<file path="config.mk">
export PLATFORM = sky130hd
export DESIGN_NAME = swgfp_top
export DESIGN_NICKNAME = d
export VERILOG_FILES = /design/src/shared/swgfp_pkg.sv /design/src/shared/swgfp_cfg_if.sv /design/src/logic/swgfp_fifo.sv /design/src/logic/swgfp_regs.sv /design/src/logic/swgfp_top.sv
export VERILOG_INCLUDE_DIRS = /design/src /design/src/shared
export SDC_FILE = /design/constraint.sdc
export NUM_CORES = 1
export LEC_CHECK = 0
export BUFFER_PORTS_ARGS = -buffer_cell sky130_fd_sc_hd__buf_2
export CAP_MARGIN = 40
export CORE_MARGIN = 5
export CORE_UTILIZATION = 24
export DETAILED_ROUTE_END_ITERATION = 6
export PLACE_DENSITY_LB_ADDON = 0.05
export SYNTH_ARGS = -nofsm -noshare
export SYNTH_HDL_FRONTEND = slang
export SYNTH_SLANG_ARGS = --single-unit
</file>
<file path="constraint.sdc">
create_clock -name SYS_CLK -period 6.2 [get_ports SYS_CLK]
set_clock_uncertainty 0.15 [all_clocks]
set_input_delay 0.62 -clock SYS_CLK [delete_from_list [all_inputs] [get_ports SYS_CLK]]
set_output_delay 0.62 -clock SYS_CLK [all_outputs]
set_load 0.02 [all_outputs]
</file>
<file path="src/shared/swgfp_map.svh">
// Register indices, field positions, reset values and frame limits
`ifndef SWGFP_MAP_SVH
`define SWGFP_MAP_SVH

// Register indices; byte address is four times the index
`define SWGFP_IDX_CTRL2   8'h04
`define SWGFP_IDX_CTRL3   8'h05
`define SWGFP_IDX_FRAMES  8'h08
`define SWGFP_IDX_DROPS   8'h09

// Control 2 fields
`define SWGFP_C2_STORM_MC 6
`define SWGFP_C2_FAIR     4
`define SWGFP_C2_XCOL     3
`define SWGFP_C2_SIZE_DIS 1
`define SWGFP_C2_RESET    8'h50
`define SWGFP_C2_WMASK    8'h5a

// Control 3 fields
`define SWGFP_C3_VLAN     7
`define SWGFP_C3_IGMP     6
`define SWGFP_C3_RESET    8'h00
`define SWGFP_C3_WMASK    8'hc0

// Frame limits in bytes: 1518, 1522, 1536; collision limit 16
`define SWGFP_MAX_UNTAG   11'h5ee
`define SWGFP_MAX_TAG     11'h5f2
`define SWGFP_MAX_ANY     11'h600
`define SWGFP_XCOL_LIMIT  5'h10

`endif

</file>
<file path="src/shared/swgfp_pkg.sv">
// Types shared by the forwarding policy modules
package swgfp_pkg;

    // One frame descriptor as it enters the policy stage
    typedef struct packed {
        logic [10:0] len;
        logic        is_tagged;
        logic        spec_tag;
        logic        da_bcast;
        logic        da_mcast;
        logic        igmp;
        logic        src_fc;
        logic        dst_shared;
        logic [4:0]  coll;
    } swgfp_desc_t;

    // Why a frame was dropped
    typedef enum logic [1:0] {
        RSN_NONE = 2'b00,
        RSN_SIZE = 2'b01,
        RSN_XCOL = 2'b10,
        RSN_FAIR = 2'b11
    } swgfp_reason_t;

endpackage : swgfp_pkg

</file>
<file path="src/shared/swgfp_cfg_if.sv">
// Control bits and status counts between register slave and core
`timescale 1ns/10ps
`default_nettype none
interface swgfp_cfg_if;
    logic        storm_mc_only;
    logic        fair;
    logic        xcol_keep;
    logic        size_dis;
    logic        vlan_en;
    logic        igmp_snoop;
    logic [15:0] frame_cnt;
    logic [15:0] drop_cnt;

    modport regs (output storm_mc_only, fair, xcol_keep, size_dis,
                  output vlan_en, igmp_snoop, input frame_cnt, drop_cnt);
    modport core (input storm_mc_only, fair, xcol_keep, size_dis,
                  input vlan_en, igmp_snoop, output frame_cnt, drop_cnt);
endinterface : swgfp_cfg_if
`default_nettype wire

</file>
<file path="src/logic/swgfp_fifo.sv">
// Descriptor FIFO with valid and ready on both sides
`timescale 1ns/10ps
`default_nettype none
module swgfp_fifo #(
    parameter int W = 8,
    parameter int D = 16
) (
    // Clock and reset
    input  wire logic         clk,
    input  wire logic         rst_n,
    // Filling side
    input  wire logic         in_valid,
    output var  logic         in_ready,
    input  wire logic [W-1:0] in_data,
    // Draining side
    output var  logic         out_valid,
    input  wire logic         out_ready,
    output var  logic [W-1:0] out_data
);
    localparam int AW = $clog2(D);

    logic [W-1:0]  mem_q [D];
    logic [AW-1:0] wp_q;
    logic [AW-1:0] rp_q;
    logic [AW:0]   cnt_q;
    logic [AW:0]   cnt_d;
    logic          push;
    logic          pop;

    assign push     = in_valid && in_ready;
    assign pop      = out_valid && out_ready;
    assign out_data = mem_q[rp_q];
    assign cnt_d    = cnt_q + (AW+1)'(push) - (AW+1)'(pop);

    // Storage write
    always_ff @(posedge clk) begin
        if (push) begin
            mem_q[wp_q] <= in_data;
        end
    end

    // Pointers, fill count and registered flags
    always_ff @(posedge clk or negedge rst_n) begin
        if (!rst_n) begin
            wp_q      <= '0;
            rp_q      <= '0;
            cnt_q     <= '0;
            in_ready  <= 1'b1;
            out_valid <= 1'b0;
        end else begin
            if (push) begin
                wp_q <= (wp_q == AW'(D-1)) ? '0 : wp_q + 1'b1;
            end
            if (pop) begin
                rp_q <= (rp_q == AW'(D-1)) ? '0 : rp_q + 1'b1;
            end
            cnt_q     <= cnt_d;
            in_ready  <= (cnt_d != (AW+1)'(D));
            out_valid <= (cnt_d != '0);
        end
    end
endmodule : swgfp_fifo
`default_nettype wire

</file>
<file path="src/logic/swgfp_regs.sv">
// APB slave holding the global policy control registers
`timescale 1ns/10ps
`default_nettype none
`include "swgfp_map.svh"
module swgfp_regs (
    // Clock and reset
    input  wire logic        clk,
    input  wire logic        rst_n,
    // APB slave
    input  wire logic        psel,
    input  wire logic        penable,
    input  wire logic        pwrite,
    input  wire logic [11:0] paddr,
    input  wire logic [31:0] pwdata,
    output var  logic [31:0] prdata,
    output var  logic        pready,
    output var  logic        pslverr,
    // Controls toward the core
    swgfp_cfg_if.regs        cfg
);
    logic [7:0]  ctrl2_q;
    logic [7:0]  ctrl3_q;
    logic        hit;
    logic [31:0] rd_d;
    logic        setup;
    logic        wr_fire;

    assign setup   = psel && !penable;
    assign wr_fire = psel && penable && pready && pwrite && !pslverr;

    // Address decode and read mux
    always_comb begin
        hit  = (paddr[11:10] == 2'h0) && (paddr[1:0] == 2'h0);
        rd_d = 32'h0;
        case (paddr[9:2])
            `SWGFP_IDX_CTRL2:  rd_d = {24'h0, ctrl2_q};
            `SWGFP_IDX_CTRL3:  rd_d = {24'h0, ctrl3_q};
            `SWGFP_IDX_FRAMES: rd_d = {16'h0, cfg.frame_cnt};
            `SWGFP_IDX_DROPS:  rd_d = {16'h0, cfg.drop_cnt};
            default:           hit  = 1'b0;
        endcase
    end

    // Answer one cycle after setup
    always_ff @(posedge clk or negedge rst_n) begin
        if (!rst_n) begin
            pready  <= 1'b0;
            pslverr <= 1'b0;
            prdata  <= 32'h0;
        end else begin
            pready  <= setup;
            pslverr <= setup && !hit;
            prdata  <= (setup && !pwrite) ? rd_d : 32'h0;
        end
    end

    // Control writes; reserved bits stay zero
    always_ff @(posedge clk or negedge rst_n) begin
        if (!rst_n) begin
            ctrl2_q <= `SWGFP_C2_RESET;
            ctrl3_q <= `SWGFP_C3_RESET;
        end else if (wr_fire) begin
            if (paddr[9:2] == `SWGFP_IDX_CTRL2) begin
                ctrl2_q <= pwdata[7:0] & `SWGFP_C2_WMASK;
            end
            if (paddr[9:2] == `SWGFP_IDX_CTRL3) begin
                ctrl3_q <= pwdata[7:0] & `SWGFP_C3_WMASK;
            end
        end
    end

    // Control bits toward the core
    assign cfg.storm_mc_only = ctrl2_q[`SWGFP_C2_STORM_MC];
    assign cfg.fair          = ctrl2_q[`SWGFP_C2_FAIR];
    assign cfg.xcol_keep     = ctrl2_q[`SWGFP_C2_XCOL];
    assign cfg.size_dis      = ctrl2_q[`SWGFP_C2_SIZE_DIS];
    assign cfg.vlan_en       = ctrl3_q[`SWGFP_C3_VLAN];
    assign cfg.igmp_snoop    = ctrl3_q[`SWGFP_C3_IGMP];
endmodule : swgfp_regs
`default_nettype wire

</file>
<file path="src/logic/swgfp_top.sv">
// Global forwarding policy core: descriptor FIFO, decisions, registers
//
// The APB register port is this design's own decision.
`timescale 1ns/10ps
`default_nettype none
`include "swgfp_map.svh"

module swgfp_top
    import swgfp_pkg::*;
#(
    parameter int FIFO_DEPTH = 16
) (
    // Clock and reset
    input  wire logic        SYS_CLK,
    input  wire logic        RESETN,
    // APB register bus
    input  wire logic        PSEL,
    input  wire logic        PENABLE,
    input  wire logic        PWRITE,
    input  wire logic [11:0] PADDR,
    input  wire logic [31:0] PWDATA,
    output var  logic [31:0] PRDATA,
    output var  logic        PREADY,
    output var  logic        PSLVERR,
    // Frame descriptor in
    input  wire logic        FRM_VALID,
    output var  logic        FRM_READY,
    input  wire logic [10:0] FRM_LEN,
    input  wire logic        FRM_TAGGED,
    input  wire logic        FRM_SPECIAL_TAG,
    input  wire logic        FRM_DA_BCAST,
    input  wire logic        FRM_DA_MCAST,
    input  wire logic        FRM_IGMP,
    input  wire logic        FRM_SRC_FC,
    input  wire logic        FRM_DST_SHARED,
    input  wire logic [4:0]  FRM_COLL_CNT,
    // Decision out
    output var  logic        RES_VALID,
    input  wire logic        RES_READY,
    output var  logic        RES_DROP,
    output var  logic [1:0]  RES_REASON,
    output var  logic        RES_STORM,
    output var  logic        RES_PAUSE_SRC,
    output var  logic        RES_RETRY,
    output var  logic        RES_VLAN,
    output var  logic        RES_TO_HOST
);
    localparam int DW = $bits(swgfp_desc_t);

    swgfp_cfg_if   cfg ();
    swgfp_desc_t   in_desc;
    swgfp_desc_t   head;
    logic [DW-1:0] head_bits;
    logic          head_valid;
    logic          take;
    logic          pop;

    // Decision terms for the head descriptor
    logic          storm_d;
    logic          size_bad;
    logic          xcol_bad;
    logic          fair_bad;
    logic          pause_d;
    logic          retry_d;
    swgfp_reason_t reason_d;
    logic [10:0]   len_lim;

    // Registered decision and counts
    logic          res_valid_q;
    logic          res_drop_q;
    swgfp_reason_t res_reason_q;
    logic          res_storm_q;
    logic          res_pause_q;
    logic          res_retry_q;
    logic          res_vlan_q;
    logic          res_host_q;
    logic [15:0]   frame_cnt_q;
    logic [15:0]   drop_cnt_q;

    // Register slave
    swgfp_regs u_regs (
        .clk     (SYS_CLK),
        .rst_n   (RESETN),
        .psel    (PSEL),
        .penable (PENABLE),
        .pwrite  (PWRITE),
        .paddr   (PADDR),
        .pwdata  (PWDATA),
        .prdata  (PRDATA),
        .pready  (PREADY),
        .pslverr (PSLVERR),
        .cfg     (cfg.regs)
    );

    // Pack incoming descriptor fields
    always_comb begin
        in_desc.len        = FRM_LEN;
        in_desc.is_tagged  = FRM_TAGGED;
        in_desc.spec_tag   = FRM_SPECIAL_TAG;
        in_desc.da_bcast   = FRM_DA_BCAST;
        in_desc.da_mcast   = FRM_DA_MCAST;
        in_desc.igmp       = FRM_IGMP;
        in_desc.src_fc     = FRM_SRC_FC;
        in_desc.dst_shared = FRM_DST_SHARED;
        in_desc.coll       = FRM_COLL_CNT;
    end

    // Sixteen-deep descriptor buffer; full stalls FRM_READY
    swgfp_fifo #(
        .W (DW),
        .D (FIFO_DEPTH)
    ) u_fifo (
        .clk       (SYS_CLK),
        .rst_n     (RESETN),
        .in_valid  (FRM_VALID),
        .in_ready  (FRM_READY),
        .in_data   (in_desc),
        .out_valid (head_valid),
        .out_ready (take),
        .out_data  (head_bits)
    );

    assign head = swgfp_desc_t'(head_bits);
    // Output stage empty or being drained
    assign take = !res_valid_q || RES_READY;
    assign pop  = head_valid && take;

    // Size limit for the head frame
    always_comb begin
        len_lim = `SWGFP_MAX_UNTAG;
        // disable widens every frame to 1536
        if (cfg.size_dis) begin
            len_lim = `SWGFP_MAX_ANY;
        // special-tagged frames skip the tagged limit
        end else if (head.is_tagged && head.spec_tag) begin
            len_lim = `SWGFP_MAX_ANY;
        end else if (head.is_tagged) begin
            len_lim = `SWGFP_MAX_TAG;
        end
    end

    // Policy decision for the head frame
    always_comb begin
        storm_d  = head.da_bcast || (head.da_mcast && !cfg.storm_mc_only);
        size_bad = head.len > len_lim;
        // drop at 16 collisions unless retry kept
        xcol_bad = (head.coll >= `SWGFP_XCOL_LIMIT) && !cfg.xcol_keep;
        retry_d  = (head.coll != 5'h0) && !xcol_bad;
        // fair mode sheds the non-flow-control source
        fair_bad = cfg.fair && !head.src_fc && head.dst_shared;
        // otherwise flow control holds the flow-control source
        pause_d  = !cfg.fair && head.src_fc && head.dst_shared;
        if (size_bad) begin
            reason_d = RSN_SIZE;
        end else if (xcol_bad) begin
            reason_d = RSN_XCOL;
        end else if (fair_bad) begin
            reason_d = RSN_FAIR;
        end else begin
            reason_d = RSN_NONE;
        end
    end

    // Output handshake
    always_ff @(posedge SYS_CLK or negedge RESETN) begin
        if (!RESETN) begin
            res_valid_q <= 1'b0;
        end else if (take) begin
            res_valid_q <= head_valid;
        end
    end

    // Decision fields, loaded on each pop
    always_ff @(posedge SYS_CLK or negedge RESETN) begin
        if (!RESETN) begin
            res_drop_q   <= 1'b0;
            res_reason_q <= RSN_NONE;
            res_storm_q  <= 1'b0;
            res_pause_q  <= 1'b0;
            res_retry_q  <= 1'b0;
            res_vlan_q   <= 1'b0;
            res_host_q   <= 1'b0;
        end else if (pop) begin
            res_drop_q   <= (reason_d != RSN_NONE);
            res_reason_q <= reason_d;
            res_storm_q  <= storm_d;
            res_pause_q  <= pause_d;
            res_retry_q  <= retry_d;
            // VLAN handling follows the enable bit
            res_vlan_q   <= cfg.vlan_en;
            // surviving IGMP frames go to the host port
            res_host_q   <= cfg.igmp_snoop && head.igmp && (reason_d == RSN_NONE);
        end
    end

    // Frame and drop counters for software
    always_ff @(posedge SYS_CLK or negedge RESETN) begin
        if (!RESETN) begin
            frame_cnt_q <= 16'h0;
            drop_cnt_q  <= 16'h0;
        end else if (pop) begin
            frame_cnt_q <= frame_cnt_q + 16'h1;
            if (reason_d != RSN_NONE) begin
                drop_cnt_q <= drop_cnt_q + 16'h1;
            end
        end
    end

    assign cfg.frame_cnt = frame_cnt_q;
    assign cfg.drop_cnt  = drop_cnt_q;

    // Ports straight from the decision flops
    assign RES_VALID     = res_valid_q;
    assign RES_DROP      = res_drop_q;
    assign RES_REASON    = res_reason_q;
    assign RES_STORM     = res_storm_q;
    assign RES_PAUSE_SRC = res_pause_q;
    assign RES_RETRY     = res_retry_q;
    assign RES_VLAN      = res_vlan_q;
    assign RES_TO_HOST   = res_host_q;
endmodule : swgfp_top
`default_nettype wire

</file>
==> metrics.md, run 1 <==
| Metric | Value |
|---|---|
| Initial DRT Pass Iterations | 4 |
| Clock-pin slew reported for the worst setup and hold paths after clock tree synthesis | 0.06 ns |
| Critical Path End Type | flip-flop |
| Post-placement worst setup slack | 1.28 ns |
| Peak clock frequency supported by timing | 206 MHz |
| Final worst-path cycle share | 78.2% |
| Endpoint of the worst register-to-register path | cfg.drop_cnt[1] |
| Min setup slack post-route | 1.35 ns |
| Fraction of the mapped netlist area in compound gates | 3.82% |
| Total power | 9.73 mW |
| Maximum VDD drop | 0.000213 V |
| Number of antenna violations at the first check in global routing | 1 |
| Layout cells sized above 1 | 24.5% |
| Synthesized area per cell | 17.8 um2 |
| Number of cells upsized or downsized after cts | 0 |
| Prevailing post-synth register cell | sky130_fd_sc_hd__edfxtp_1 |
| Highest metal layer with signal wires | met5 |
| Die height | 283 um |
| Setup TNS | 0 ns |
| Path type of the worst min-delay path | input port to flip-flop |
| Worst hold margin | 0.0878 ns |
| Number of global-route vias before repair | 10115 |
| Cell depth of the worst min-delay path | 2 |
| Final min period | 4.85 ns |
| Number of fill cells in the layout | 7338 |
| Largest cells by area after synthesis | sky130_fd_sc_hd__edfxtp_1 (62%), sky130_fd_sc_hd__dfrtp_1 (11%), sky130_fd_sc_hd__mux4_2 (7.9%) |
| YS warnings | 0 |
| Multiplexer share of the synthesized area | 11.5% |
| Number of register bits inferred by synthesis | 448 |
| Worst reg2reg path startpoint | u_fifo.rp_q[0] |
| Area leader, netlist | sky130_fd_sc_hd__edfxtp_1 |
| Top-Level Pins | 118 |
| Largest fanout on the critical path | 26 |
| Post-DP HPWL | 31200 um |
| Row count | 100 |
| Delay of the slowest cell on the worst path | 0.77 ns |
| Library cell with the highest instance count after synthesis | sky130_fd_sc_hd__edfxtp_1 |
| Wire length of the first global-routing pass | 72100 um |
| Weighted congestion at the end of routability-driven global placement | 0.677 |
| Wire length per cell after detailed routing | 22.8 um |
| Number of endpoints failing setup at the final stage | 0 |
| Start-to-end type of the worst setup path | flip-flop to flip-flop |
| Netlist cell types | 66 |
| Design area | 21600 um2 |
| Main combinational cell family by area after synthesis | multiplexers |
| Category of the worst setup path launch point | flip-flop |
| Synthesized-area fraction occupied by adder cells | 1.51% |
| Post-synthesis to final-layout area growth | 20.7% |
| Routed length on met3 | 1790 um |
| Effective utilization at floorplan | 24.1% |
| Data arrival time of the critical path | 5.19 ns |
| Clock buffer depth | 3 |
| Drt first-iter violations | 367 |
| Hold violation count in the final report | 0 |
| Worst skew pair latency | 0.61 ns |
| CTS tree | yes |
| Met1 Wirelength | 22600 um |
| Number of buffers and inverters on the critical path | 1 |
| Slack of the worst reg-to-reg path | 1.35 ns |
| Post-DR vias/cell | 4.31 |
| Lkg Pwr | 7.59 nW |
| Status | completed |
| Min-Delay Startpoint | PWDATA[7] |
| Aggregate global-route resource usage | 12.2% |
| Number of flops mapped to enable cells by yosys | 368 |
| Die X-Extent | 283 um |
| Xor/xnor share of the synthesized area | 1.80% |
| Post-detailed-routing wire length | 49000 um |
| Number of H-tree levels | 2 |
| Cell-by-cell listing of the critical path | buf_4 -> mux4_2 -> a22oi_1 -> nand2_1 -> ha_1 -> nand4_1 -> nor2_1 -> o221ai_1 -> a2111oi_0 -> a221o_1 -> o31a_4 -> nor2_1 -> mux2_1 |
| Cell type group with the largest total delay on the critical path | compound AO/OA/AOI/OAI gates |
| Critical-path top delay cell | sky130_fd_sc_hd__dfrtp_4 |
| Transition at the pin with the smallest max-transition slack | 0.764 ns |
| Pin count of the biggest net entering global routing | 46 |
| Placeable core area | 74200 um2 |
| Most frequent CP cell | sky130_fd_sc_hd__nor2_1 |
| Pins over their slew limit | 0 |
| Final Net Count | 1229 |
| Unrepaired setup endpoints after global routing | no |
| Area of placed instances | 19800 um2 |
| Number of buffers created by CTS | 55 |
| Simple-gate portion of the synthesized area | 6.06% |
| Cell area after synthesis | 17900 um2 |
| Antenna Diode Count | 0 |
| DR DRC count | 0 |
| Total congestion overflow after global routing | 0 |
| Number of standard cells after synthesis | 1005 |
| Power density over cell area | 450 nW/um2 |
| Register-to-Register Path Depth | 13 |
| Count of buffers from port buffering | 74 |
| Area of the die | 80100 um2 |
| Register area share after synthesis | 73.0% |
| Proportion of register bits with asynchronous set or reset after synthesis | 17.9% |
| Antenna viol nets, final | 0 |
| Commonest cells post-synth | sky130_fd_sc_hd__edfxtp_1 (368), sky130_fd_sc_hd__dfrtp_1 (77), sky130_fd_sc_hd__mux4_2 (63), sky130_fd_sc_hd__mux2i_1 (56), sky130_fd_sc_hd__nand2_1 (49) |
| Area share of the largest cell type after synthesis | 61.8% |
| Met2 WL | 23800 um |
| Number of max-cap violations | 0 |
| Hold Crit Endpoint | u_regs.ctrl3_q[7] |
| Sinks on the clock net | 448 |
| Max-Slew Margin vs Limit | 48.8% |
| Clock root buffer master | sky130_fd_sc_hd__clkbuf_16 |
| Data required time of the worst path | 6.55 ns |
| Total via count in the routed design | 9252 |
## repair_timing
action                                 CTS  global route
buffers inserted                         0             0
endpoints found under the hold margin   33             0
hold buffers                             1             0
## report_power, final
group          total (mW)  switching (mW)  internal (mW)
Sequential           3.85           0.236           3.61
Clock                3.17            1.28           1.89
Combinational        2.71            1.59           1.12
## stage by stage
stage | util [%] | cells
after floorplan | - | 1020
after global placement | 26.1 | 2028
after detailed placement | 26.7 | 2045
after CTS | 29.1 | 2148
after global routing | 29.1 | 2148
final | 29.1 | 2148
## state kept, by name, indices dropped and copies added, names as in the netlist, 2 cells and up
signal          count
u_regs.ctrl2_q      4
u_fifo.rp_q         4
cfg.drop_cnt       16
u_regs.ctrl3_q      2
cfg.frame_cnt      16
u_fifo.cnt_q        5
u_fifo.mem_q      368
u_regs.prdata      16
u_fifo.wp_q         4
RES_REASON          2
## layer usage
layer | GRT usage, % | vias to the layer above
met3 | 2.52 | 51
met2 | 20.4 | 152
met4 | 2.55 | 2
met1 | 16.4 | 4831
met5 | 0 | -
li1 | - | 4216
## how the worst max path moves through the flow
stage	from	end	slack [ns]	cells past startpoint
after floorplan	u_fifo.rp_q[1]	cfg.drop_cnt[12]	1.27	19
after global placement	u_fifo.rp_q[2]	cfg.drop_cnt[1]	1.26	13
after detailed placement	u_fifo.rp_q[0]	cfg.drop_cnt[1]	1.28	12
after CTS	u_fifo.rp_q[0]	cfg.drop_cnt[1]	1.30	13
after global routing	u_fifo.rp_q[0]	cfg.drop_cnt[1]	0.87	13
final	u_fifo.rp_q[0]	cfg.drop_cnt[1]	1.35	13
## kinds of logic (layout without fill, tap and decap cells)
group / count (synthesis) / in the layout
flops: 448 / 448
fa+ha+maj: 21 / 21
simple gates: 206 / 206
compound gates: 93 / 93
buf+inv: 74 / 233
xor+xnor: 36 / 36
other cells: 1 / 16
mux: 126 / 126
## layout make-up
class,instances,area [um2],area share (%)
repair buffers,112,946,4.38
clock buffers,70,1470,6.82
flip-flops and latches,448,13100,60.5
inverters,19,71.3,0.330
multi-input cells,498,4500,20.8
well taps,969,1210,5.62
clock inverters,32,329,1.52
## placed cells by master (no fill, tap or decap), drive strengths merged, types with 4 or more instances in the layout
master    n
and2     17
clkinv   29
a221oi    7
clkbuf   70
o221ai   14
nor2b     6
nand4    13
nor2     39
nand3    22
a21oi    13
mux2      7
mux2i    56
nor4     24
nand2    49
o22ai     6
dfrtp    77
o21ai    15
a21o      4
xor2     17
nor3      8
nand2b    5
buf     111
conb     16
ha       20
and3     10
inv      17
xnor2    19
bufinv    5
a22oi    11
mux4     63
edfxtp  368
nor3b     4
a31oi     5
Power figures use the tool's default switching activity.
==> inputs of run 2 (changes only) <==
==> constraint.sdc (replaced) <==
create_clock -name SYS_CLK -period 3.9 [get_ports SYS_CLK]
set_clock_uncertainty 0.15 [all_clocks]
set_input_delay 0.39 -clock SYS_CLK [delete_from_list [all_inputs] [get_ports SYS_CLK]]
set_output_delay 0.39 -clock SYS_CLK [all_outputs]
set_load 0.02 [all_outputs]
==> run 2 against run 1 <==
Effect of this change: the run now ends with setup timing left; setup slack worse by 1.6 ns; die area unchanged; hold slack worse by 0.026 ns; power is 73% higher; core utilization increased by 1.4 points; maximum frequency increased by 17%; critical endpoint is now cfg.drop_cnt[12]; largest power group unchanged; highest routed layer is now met4.
==> metrics.md, run 2 (synthesis gave the netlist of run 1 again) <==
| Metric | Value |
|---|---|
| Met1 Wirelength | 22800 um (was 22600 um) |
| Endpoint of the worst register-to-register path | cfg.drop_cnt[12] (was cfg.drop_cnt[1]) |
| Max-Slew Margin vs Limit | 55.7% (was 48.8%) |
| Wire length of the first global-routing pass | 73100 um (was 72100 um) |
| Placed Cells | 2103 (was 2045) |
| Clock-pin slew reported for the worst setup and hold paths after clock tree synthesis | 0.06 ns (about the same) |
| Transition at the pin with the smallest max-transition slack | 0.665 ns (was 0.764 ns) |
| Number of endpoints failing setup at the final stage | 18 (was 0) |
| Status | finished with violations (was completed) |
| Pins over their slew limit | 0 (unchanged) |
| Multi-input gate area in the final layout | 4820 um2 (was 4500 um2) |
| Delay of the slowest cell on the worst path | 0.54 ns (was 0.77 ns) |
| Hold violation count in the final report | 0 (unchanged) |
| Antenna viol nets, final | 0 (unchanged) |
| Sinks on the clock net | 448 (unchanged) |
| Met2 WL | 24800 um (was 23800 um) |
| Total congestion overflow after global routing | 0 (unchanged) |
| Setup TNS | -3.06 ns (was 0 ns) |
| Count of non-filler cells in the finished layout | 2248 (was 2148) |
| Peak clock frequency supported by timing | 240 MHz (was 206 MHz) |
| Start point of the critical path | u_fifo.rp_q[0] (unchanged) |
| Sequential standard cell area | 13100 um2 (about the same) |
| Category of the worst setup path launch point | flip-flop (unchanged) |
| Placeable core area | 74200 um2 (unchanged) |
| Number of H-tree levels | 2 (unchanged) |
| Post-DR vias/cell | 4.32 (was 4.31) |
| Aggregate global-route resource usage | 12.3% (was 12.2%) |
| Total via count in the routed design | 9705 (was 9252) |
| Min setup slack post-route | -0.258 ns (was 1.35 ns) |
| Violated checks | setup timing |
| Cell-by-cell listing of the critical path | buf_12 -> mux4_2 -> a22oi_2 -> nand3_2 -> or2_4 -> ha_4 -> nor2b_4 -> o21a_1 -> o211ai_1 -> a31oi_2 -> a2111oi_4 -> buf_4 -> o31a_4 -> or4_4 -> xnor2_2 (was buf_4 -> mux4_2 -> a22oi_1 -> nand2_1 -> ha_1 -> nand4_1 -> nor2_1 -> o221ai_1 -> a2111oi_0 -> a221o_1 -> o31a_4 -> nor2_1 -> mux2_1) |
| Cell count along the critical path | 15 (was 13) |
| Weighted congestion at the end of routability-driven global placement | 0.707 (was 0.677) |
| Capturing instance or port of the critical path | cfg.drop_cnt[12] (was cfg.drop_cnt[1]) |
| Worst skew pair latency | 0.62 ns (was 0.61 ns) |
| Unrepaired setup endpoints after global routing | yes (was no) |
| Wire length per cell after detailed routing | 22.4 um (was 22.8 um) |
| Critical-path top delay cell | sky130_fd_sc_hd__dfrtp_4 (unchanged) |
| Final worst-path cycle share | 107% (was 78.2%) |
| Number of max-cap violations | 0 (unchanged) |
| Lkg Pwr | 8.10 nW (was 7.59 nW) |
| Number of buffers and inverters on the critical path | 2 (was 1) |
| Final Net Count | 1331 (was 1229) |
| Count of buffers from port buffering | 74 (unchanged) |
| Maximum VDD drop | 0.000311 V (was 0.000213 V) |
| Highest-count cells in the layout ignoring fill and taps | sky130_fd_sc_hd__edfxtp_1 (368), sky130_fd_sc_hd__buf_4 (82), sky130_fd_sc_hd__dfrtp_1 (75) (was sky130_fd_sc_hd__edfxtp_1 (368), sky130_fd_sc_hd__dfrtp_1 (75), sky130_fd_sc_hd__buf_2 (73)) |
| Register bank with the most flops | u_fifo.mem_q (unchanged) |
| Number of global-route vias before repair | 10293 (was 10115) |
| Row count | 100 (unchanged) |
| Worst reg2reg path startpoint | u_fifo.rp_q[0] (unchanged) |
| Start-to-end type of the worst setup path | flip-flop to flip-flop (unchanged) |
| Slack of the worst reg-to-reg path | -0.26 ns (was 1.35 ns) |
| Clock buffer depth | 3 (unchanged) |
| Number of buffers created by CTS | 55 (unchanged) |
| DR DRC count | 0 (unchanged) |
| Die height | 283 um (unchanged) |
| Final min period | 4.16 ns (was 4.85 ns) |
| Initial DRT Pass Iterations | 4 (unchanged) |
| Drt first-iter violations | 488 (was 367) |
| Number of fill cells in the layout | 7295 (was 7338) |
| Post-DP HPWL | 31500 um (was 31200 um) |
| Top-Level Pins | 118 (unchanged) |
| Clock root buffer master | sky130_fd_sc_hd__clkbuf_16 (unchanged) |
| Path type of the worst min-delay path | input port to flip-flop (unchanged) |
| Most common cell after layout, fill and taps aside | sky130_fd_sc_hd__edfxtp_1 (unchanged) |
| Number of flip-flops under the largest register name | 368 (unchanged) |
| Routed length on met3 | 1810 um (was 1790 um) |
| Post-detailed-routing wire length | 50300 um (was 49000 um) |
| Post-synthesis to final-layout area growth | 26.7% (was 20.7%) |
| CTS tree | yes (unchanged) |
| Power density over cell area | 742 nW/um2 (was 450 nW/um2) |
| Register-to-Register Path Depth | 15 (was 13) |
| Highest metal layer with signal wires | met4 (was met5) |
| Number of antenna violations at the first check in global routing | 0 (was 1) |
| Critical Path End Type | flip-flop (unchanged) |
| Effective utilization at floorplan | 24.1% (unchanged) |
| Data required time of the worst path | 4.25 ns (was 6.55 ns) |
| Area of the die | 80100 um2 (unchanged) |
| Largest fanout on the critical path | 7 (was 26) |
| Data arrival time of the critical path | 4.50 ns (was 5.19 ns) |
| Pin count of the biggest net entering global routing | 35 (was 46) |
| Die X-Extent | 283 um (unchanged) |
| Layout cells sized above 1 | 30.8% (was 24.5%) |
| Total power | 16.8 mW (was 9.73 mW) |
| Cell type group with the largest total delay on the critical path | simple AND/OR/NAND/NOR gates (was compound AO/OA/AOI/OAI gates) |
-- run 2: timing repair --
| action | in CTS | in global routing |
|---|---|---|
| setup endpoints to repair | 19 | 20 |
| hold endpoints to repair | 328 | 0 |
| cloned | 1 | 1 |
| hold buffers | 29 | 0 |
| buffers inserted | 9 | 7 |
| resized for setup | 30 | 20 |
| pin swaps | 7 | 12 |
-- run 2: through the flow --
step	area [um2]	hold WS [ns]	util [%]	setup slack (ns)
floorplan	18100	-0.0556	-	-0.282
global placement	20000	0.310	26.9	-0.458
detailed placement	20200	0.214	27.3	-0.449
CTS	22500	0.0113	30.3	-0.315
global route	22700	0.0334	30.5	-0.394
finish	22700	0.0617	30.5	-0.258
-- run 2: report_power, final --
| group | internal [mW] | switching (mW) | total [mW] |
|---|---|---|---|
| Sequential | 5.75 | 0.321 | 6.07 |
| Clock | 2.74 | 2.01 | 4.75 |
| Combinational | 2.85 | 3.14 | 5.99 |
| Total | 11.3 | 5.47 | 16.8 |
-- run 2: area by class of cell --
cell class / count / share of cell area, %
clock buffer: 69 / 6.54
clock inverter: 30 / 0.867
tap: 969 / 5.35
antenna: 1 / 0.0110
sequential: 448 / 57.6
timing repair buffer: 213 / 8.01
multi-input combinational: 499 / 21.3
inverter: 19 / 0.315
-- run 2: worst register-to-register path, cell delays in order (launching register included) --
cell and delay, ns:
sky130_fd_sc_hd__dfrtp_4 0.54, sky130_fd_sc_hd__buf_12 0.15, sky130_fd_sc_hd__mux4_2 0.50, sky130_fd_sc_hd__a22oi_2 0.16
sky130_fd_sc_hd__nand3_2 0.17, sky130_fd_sc_hd__or2_4 0.29, sky130_fd_sc_hd__ha_4 0.27, sky130_fd_sc_hd__nor2b_4 0.12
sky130_fd_sc_hd__o21a_1 0.11, sky130_fd_sc_hd__o211ai_1 0.11, sky130_fd_sc_hd__a31oi_2 0.21, sky130_fd_sc_hd__a2111oi_4 0.07
sky130_fd_sc_hd__buf_4 0.17, sky130_fd_sc_hd__o31a_4 0.38, sky130_fd_sc_hd__or4_4 0.50, sky130_fd_sc_hd__xnor2_2 0.14
-- run 2: worst min path at each step --
stage | startpoint | cells after the start | to | slack [ns]
floorplan | RESETN | 0 | RES_DROP | -0.06
global placement | cfg.drop_cnt[15] | 1 | cfg.drop_cnt[15] | 0.31
detailed placement | RESETN | 1 | cfg.frame_cnt[12] | 0.21
CTS | FRM_SRC_FC | 1 | u_fifo.mem_q[3][6] | 0.01
global route | FRM_COLL_CNT[1] | 1 | u_fifo.mem_q[5][1] | 0.03
finish | FRM_SRC_FC | 1 | u_fifo.mem_q[6][6] | 0.06
-- run 2: metal layers --
metal,vias to the layer above,track usage (%)
li1,4434,-
met1,5040,16.5
met2,164,21.0
met3,67,2.19
met4,0,2.96
met5,-,0
==> inputs of run 3 (changes only) <==
--- a/config.mk
+++ b/config.mk
@@ -9,7 +9,7 @@
 export BUFFER_PORTS_ARGS = -buffer_cell sky130_fd_sc_hd__buf_2
 export CAP_MARGIN = 40
 export CORE_MARGIN = 5
-export CORE_UTILIZATION = 24
+export CORE_UTILIZATION = 54
 export DETAILED_ROUTE_END_ITERATION = 6
 export PLACE_DENSITY_LB_ADDON = 0.05
 export SYNTH_ARGS = -nofsm -noshare
==> run 3 against run 2 <==
Effect of this change: the flow still finishes with violations (setup timing); final area down 6.9%; first-iteration DRC count grew 54%; critical endpoint unchanged; setup slack better by 0.18 ns; combinational power decreased by 14%; critical path depth unchanged; via count down 3.4%.
==> metrics.md, run 3 (synthesis gave the netlist of run 1 again) <==
| Metric | Value |
|---|---|
| Number of endpoints failing setup at the final stage | 4 (was 18) |
| Share of total power in combinational logic | 33.9% (was 35.6%) |
| Pins over their slew limit | 0 (unchanged) |
| Antenna Diode Count | 0 (was 1) |
| Initial DRT Pass Iterations | 5 (was 4) |
| Met2 WL | 18800 um (was 24800 um) |
| Number of flip-flops under the largest register name | 368 (unchanged) |
| Start-to-end type of the worst setup path | flip-flop to flip-flop (unchanged) |
| Number of H-tree levels | 2 (unchanged) |
| Critical Path End Type | flip-flop (unchanged) |
| Drt first-iter violations | 750 (was 488) |
| Placeable core area | 32600 um2 (was 74200 um2) |
| Post-detailed-routing wire length | 38800 um (was 50300 um) |
| Category of the worst setup path launch point | flip-flop (unchanged) |
| DR DRC count | 0 (unchanged) |
| Weighted congestion at the end of routability-driven global placement | 0.818 (was 0.707) |
| Unrepaired setup endpoints after global routing | yes (unchanged) |
| Routed length on met3 | 2010 um (was 1810 um) |
| Critical-path top delay cell | sky130_fd_sc_hd__mux4_2 (was sky130_fd_sc_hd__dfrtp_4) |
| Number of global-route vias before repair | 9580 (was 10293) |
| Layout cells sized above 1 | 27.7% (was 30.8%) |
| Delay of the slowest cell on the worst path | 0.51 ns (was 0.54 ns) |
| Path type of the worst min-delay path | input port to flip-flop (unchanged) |
| Area of placed instances | 19300 um2 (was 20200 um2) |
| Post-DP HPWL | 23200 um (was 31500 um) |
| Peak clock frequency supported by timing | 251 MHz (was 240 MHz) |
| Post-placement worst setup slack | -0.318 ns (was -0.449 ns) |
| Final min period | 3.98 ns (was 4.16 ns) |
| Power density over cell area | 723 nW/um2 (was 742 nW/um2) |
| Cell-by-cell listing of the critical path | buf_12 -> mux4_2 -> a22oi_2 -> nand3_4 -> a21oi_4 -> inv_4 -> ha_4 -> nand4_1 -> nor2_2 -> o221ai_2 -> nor2_1 -> a221o_1 -> o31a_4 -> or4_4 -> xnor2_2 (was buf_12 -> mux4_2 -> a22oi_2 -> nand3_2 -> or2_4 -> ha_4 -> nor2b_4 -> o21a_1 -> o211ai_1 -> a31oi_2 -> a2111oi_4 -> buf_4 -> o31a_4 -> or4_4 -> xnor2_2) |
| Sinks on the clock net | 448 (unchanged) |
| Lkg Pwr | 7.68 nW (was 8.10 nW) |
| Clock buffer depth | 3 (unchanged) |
| Aggregate global-route resource usage | 21.5% (was 12.3%) |
| Design area | 21100 um2 (was 22700 um2) |
| Wire length per cell after detailed routing | 23.5 um (was 22.4 um) |
| Register bank with the most flops | u_fifo.mem_q (unchanged) |
| Total via count in the routed design | 9379 (was 9705) |
| Most common cell after layout, fill and taps aside | sky130_fd_sc_hd__edfxtp_1 (unchanged) |
| Switching power share of the total | 31.0% (was 32.5%) |
| Highest metal layer with signal wires | met5 (was met4) |
| Pin count of the biggest net entering global routing | 50 (was 35) |
| Total power | 15.3 mW (was 16.8 mW) |
| Internal power consumption | 10.5 mW (was 11.3 mW) |
| Post-DR vias/cell | 5.67 (was 4.32) |
| Net Sw Power | 4.74 mW (was 5.47 mW) |
| CTS tree | yes (unchanged) |
| Min setup slack post-route | -0.0819 ns (was -0.258 ns) |
| Die height | 192 um (was 283 um) |
| Total congestion overflow after global routing | 0 (unchanged) |
| Top-Level Pins | 118 (unchanged) |
| Status | finished with violations (unchanged) |
| Transition at the pin with the smallest max-transition slack | 0.859 ns (was 0.665 ns) |
| Worst skew pair latency | 0.56 ns (was 0.62 ns) |
| Final Net Count | 1274 (was 1331) |
| Max-Slew Margin vs Limit | 42.7% (was 55.7%) |
| Clock-pin slew reported for the worst setup and hold paths after clock tree synthesis | 0.06 ns (about the same) |
| Number of max-cap violations | 0 (unchanged) |
| Number of antenna violations at the first check in global routing | 1 (was 0) |
| Clock root buffer master | sky130_fd_sc_hd__clkbuf_16 (unchanged) |
| Largest fanout on the critical path | 8 (was 7) |
| Area of the die | 36900 um2 (was 80100 um2) |
| Met1 Wirelength | 17300 um (was 22800 um) |
| Proportion of power drawn by the clock network | 26.6% (was 28.3%) |
| Final worst-path cycle share | 102% (was 107%) |
| Wire length of the first global-routing pass | 58800 um (was 73100 um) |
| Maximum VDD drop | 0.000432 V (was 0.000311 V) |
| Number of buffers created by CTS | 46 (was 55) |
| Effective utilization at floorplan | 54.8% (was 24.1%) |
| Count of buffers from port buffering | 74 (unchanged) |
| Antenna viol nets, final | 0 (unchanged) |
| Highest-count cells in the layout ignoring fill and taps | sky130_fd_sc_hd__edfxtp_1 (368), sky130_fd_sc_hd__dfrtp_1 (75), sky130_fd_sc_hd__buf_2 (73) (was sky130_fd_sc_hd__edfxtp_1 (368), sky130_fd_sc_hd__buf_4 (82), sky130_fd_sc_hd__dfrtp_1 (75)) |
| Violated checks | setup timing (unchanged) |
| Flop pwr share | 39.6% (was 36.1%) |
| Data arrival time of the critical path | 4.26 ns (was 4.50 ns) |
| Row count | 66 (was 100) |
| Die X-Extent | 192 um (was 283 um) |
| Hold violation count in the final report | 0 (unchanged) |
| Data required time of the worst path | 4.18 ns (was 4.25 ns) |
| Post-synthesis to final-layout area growth | 17.9% (was 26.7%) |
==> run 3: path summary, 6_finish.rpt <==
check | start | end | slack, ns | cells after the start
setup reg to reg | u_fifo.rp_q[0] | cfg.drop_cnt[12] | -0.08 | 15
setup / recovery | u_fifo.rp_q[0] | cfg.drop_cnt[12] | -0.08 | 15
max in group asynchronous | RESETN | u_regs.ctrl2_q[6] | 2.43 | 3
hold reg to reg | RES_VLAN | RES_VLAN | 0.32 | 2
hold / removal | FRM_LEN[2] | u_fifo.mem_q[15][14] | 0.05 | 1
min in group asynchronous | RESETN | cfg.frame_cnt[12] | 0.27 | 2
==> run 3: critical path: cells and delay by family, from the launching register on <==
| family | cells | cell delay [ns] |
|---|---|---|
| AOI/OAI and AO/OA | 5 | 1.27 |
| xor gates and xnor gates | 1 | 0.14 |
| adders and majority gates | 1 | 0.24 |
| buffers and inverters | 2 | 0.21 |
| DFF | 1 | 0.46 |
| muxes | 1 | 0.51 |
| and+or+nand+nor | 5 | 0.88 |
==> run 3: per-stage QoR <==
stage | TNS, ns | cells | hold WS (ns) | util [%]
6_report | -0.131 | 1653 | 0.0529 | 64.7
3_5_place_dp | -4.84 | 1555 | 0.302 | 59.1
4_1_cts | -0.429 | 1649 | 0.0241 | 64.2
2_1_floorplan | -2.32 | 1020 | -0.0556 | -
5_1_grt | -2.22 | 1653 | 0.0353 | 64.7
3_3_place_gp | -1.91 | 1554 | 0.286 | 59.0
==> run 3: cell type report <==
| cell class | instances | area, um2 |
|---|---|---|
| clock buffers | 62 | 1250 |
| repair buffers | 166 | 1260 |
| flip-flops and latches | 448 | 13100 |
| well taps | 442 | 553 |
| multi-input cells | 498 | 4760 |
| fillers | 2294 | 11500 |
| inverters | 19 | 73.8 |
| clock inverters | 18 | 134 |
==> run 3: metal layers <==
layer | vias up | global-route usage, %
met3 | 58 | 3.78
met4 | 2 | 5.16
met2 | 227 | 35.0
met5 | - | 0
li1 | 4295 | -
met1 | 4797 | 30.8
==> run 3: power groups by stage <==
stage | registers [mW] | clock network [mW] | logic, mW
floorplan | 6.05 | 0 | 3.18
global placement | 6.12 | 0 | 4.63
detailed placement | 6.13 | 0 | 4.69
CTS | 6.04 | 4.15 | 4.99
global route | 6.09 | 4.36 | 5.61
finish | 6.04 | 4.05 | 5.17
==> run 3: what timing repair did <==
action | in CTS | in global routing
pin swaps | 9 | 14
setup endpoints to repair | 19 | 18
endpoints found under the hold margin | 55 | 0
hold buffers | 11 | 0
setup buffers | 3 | 4
gates resized for setup | 20 | 20
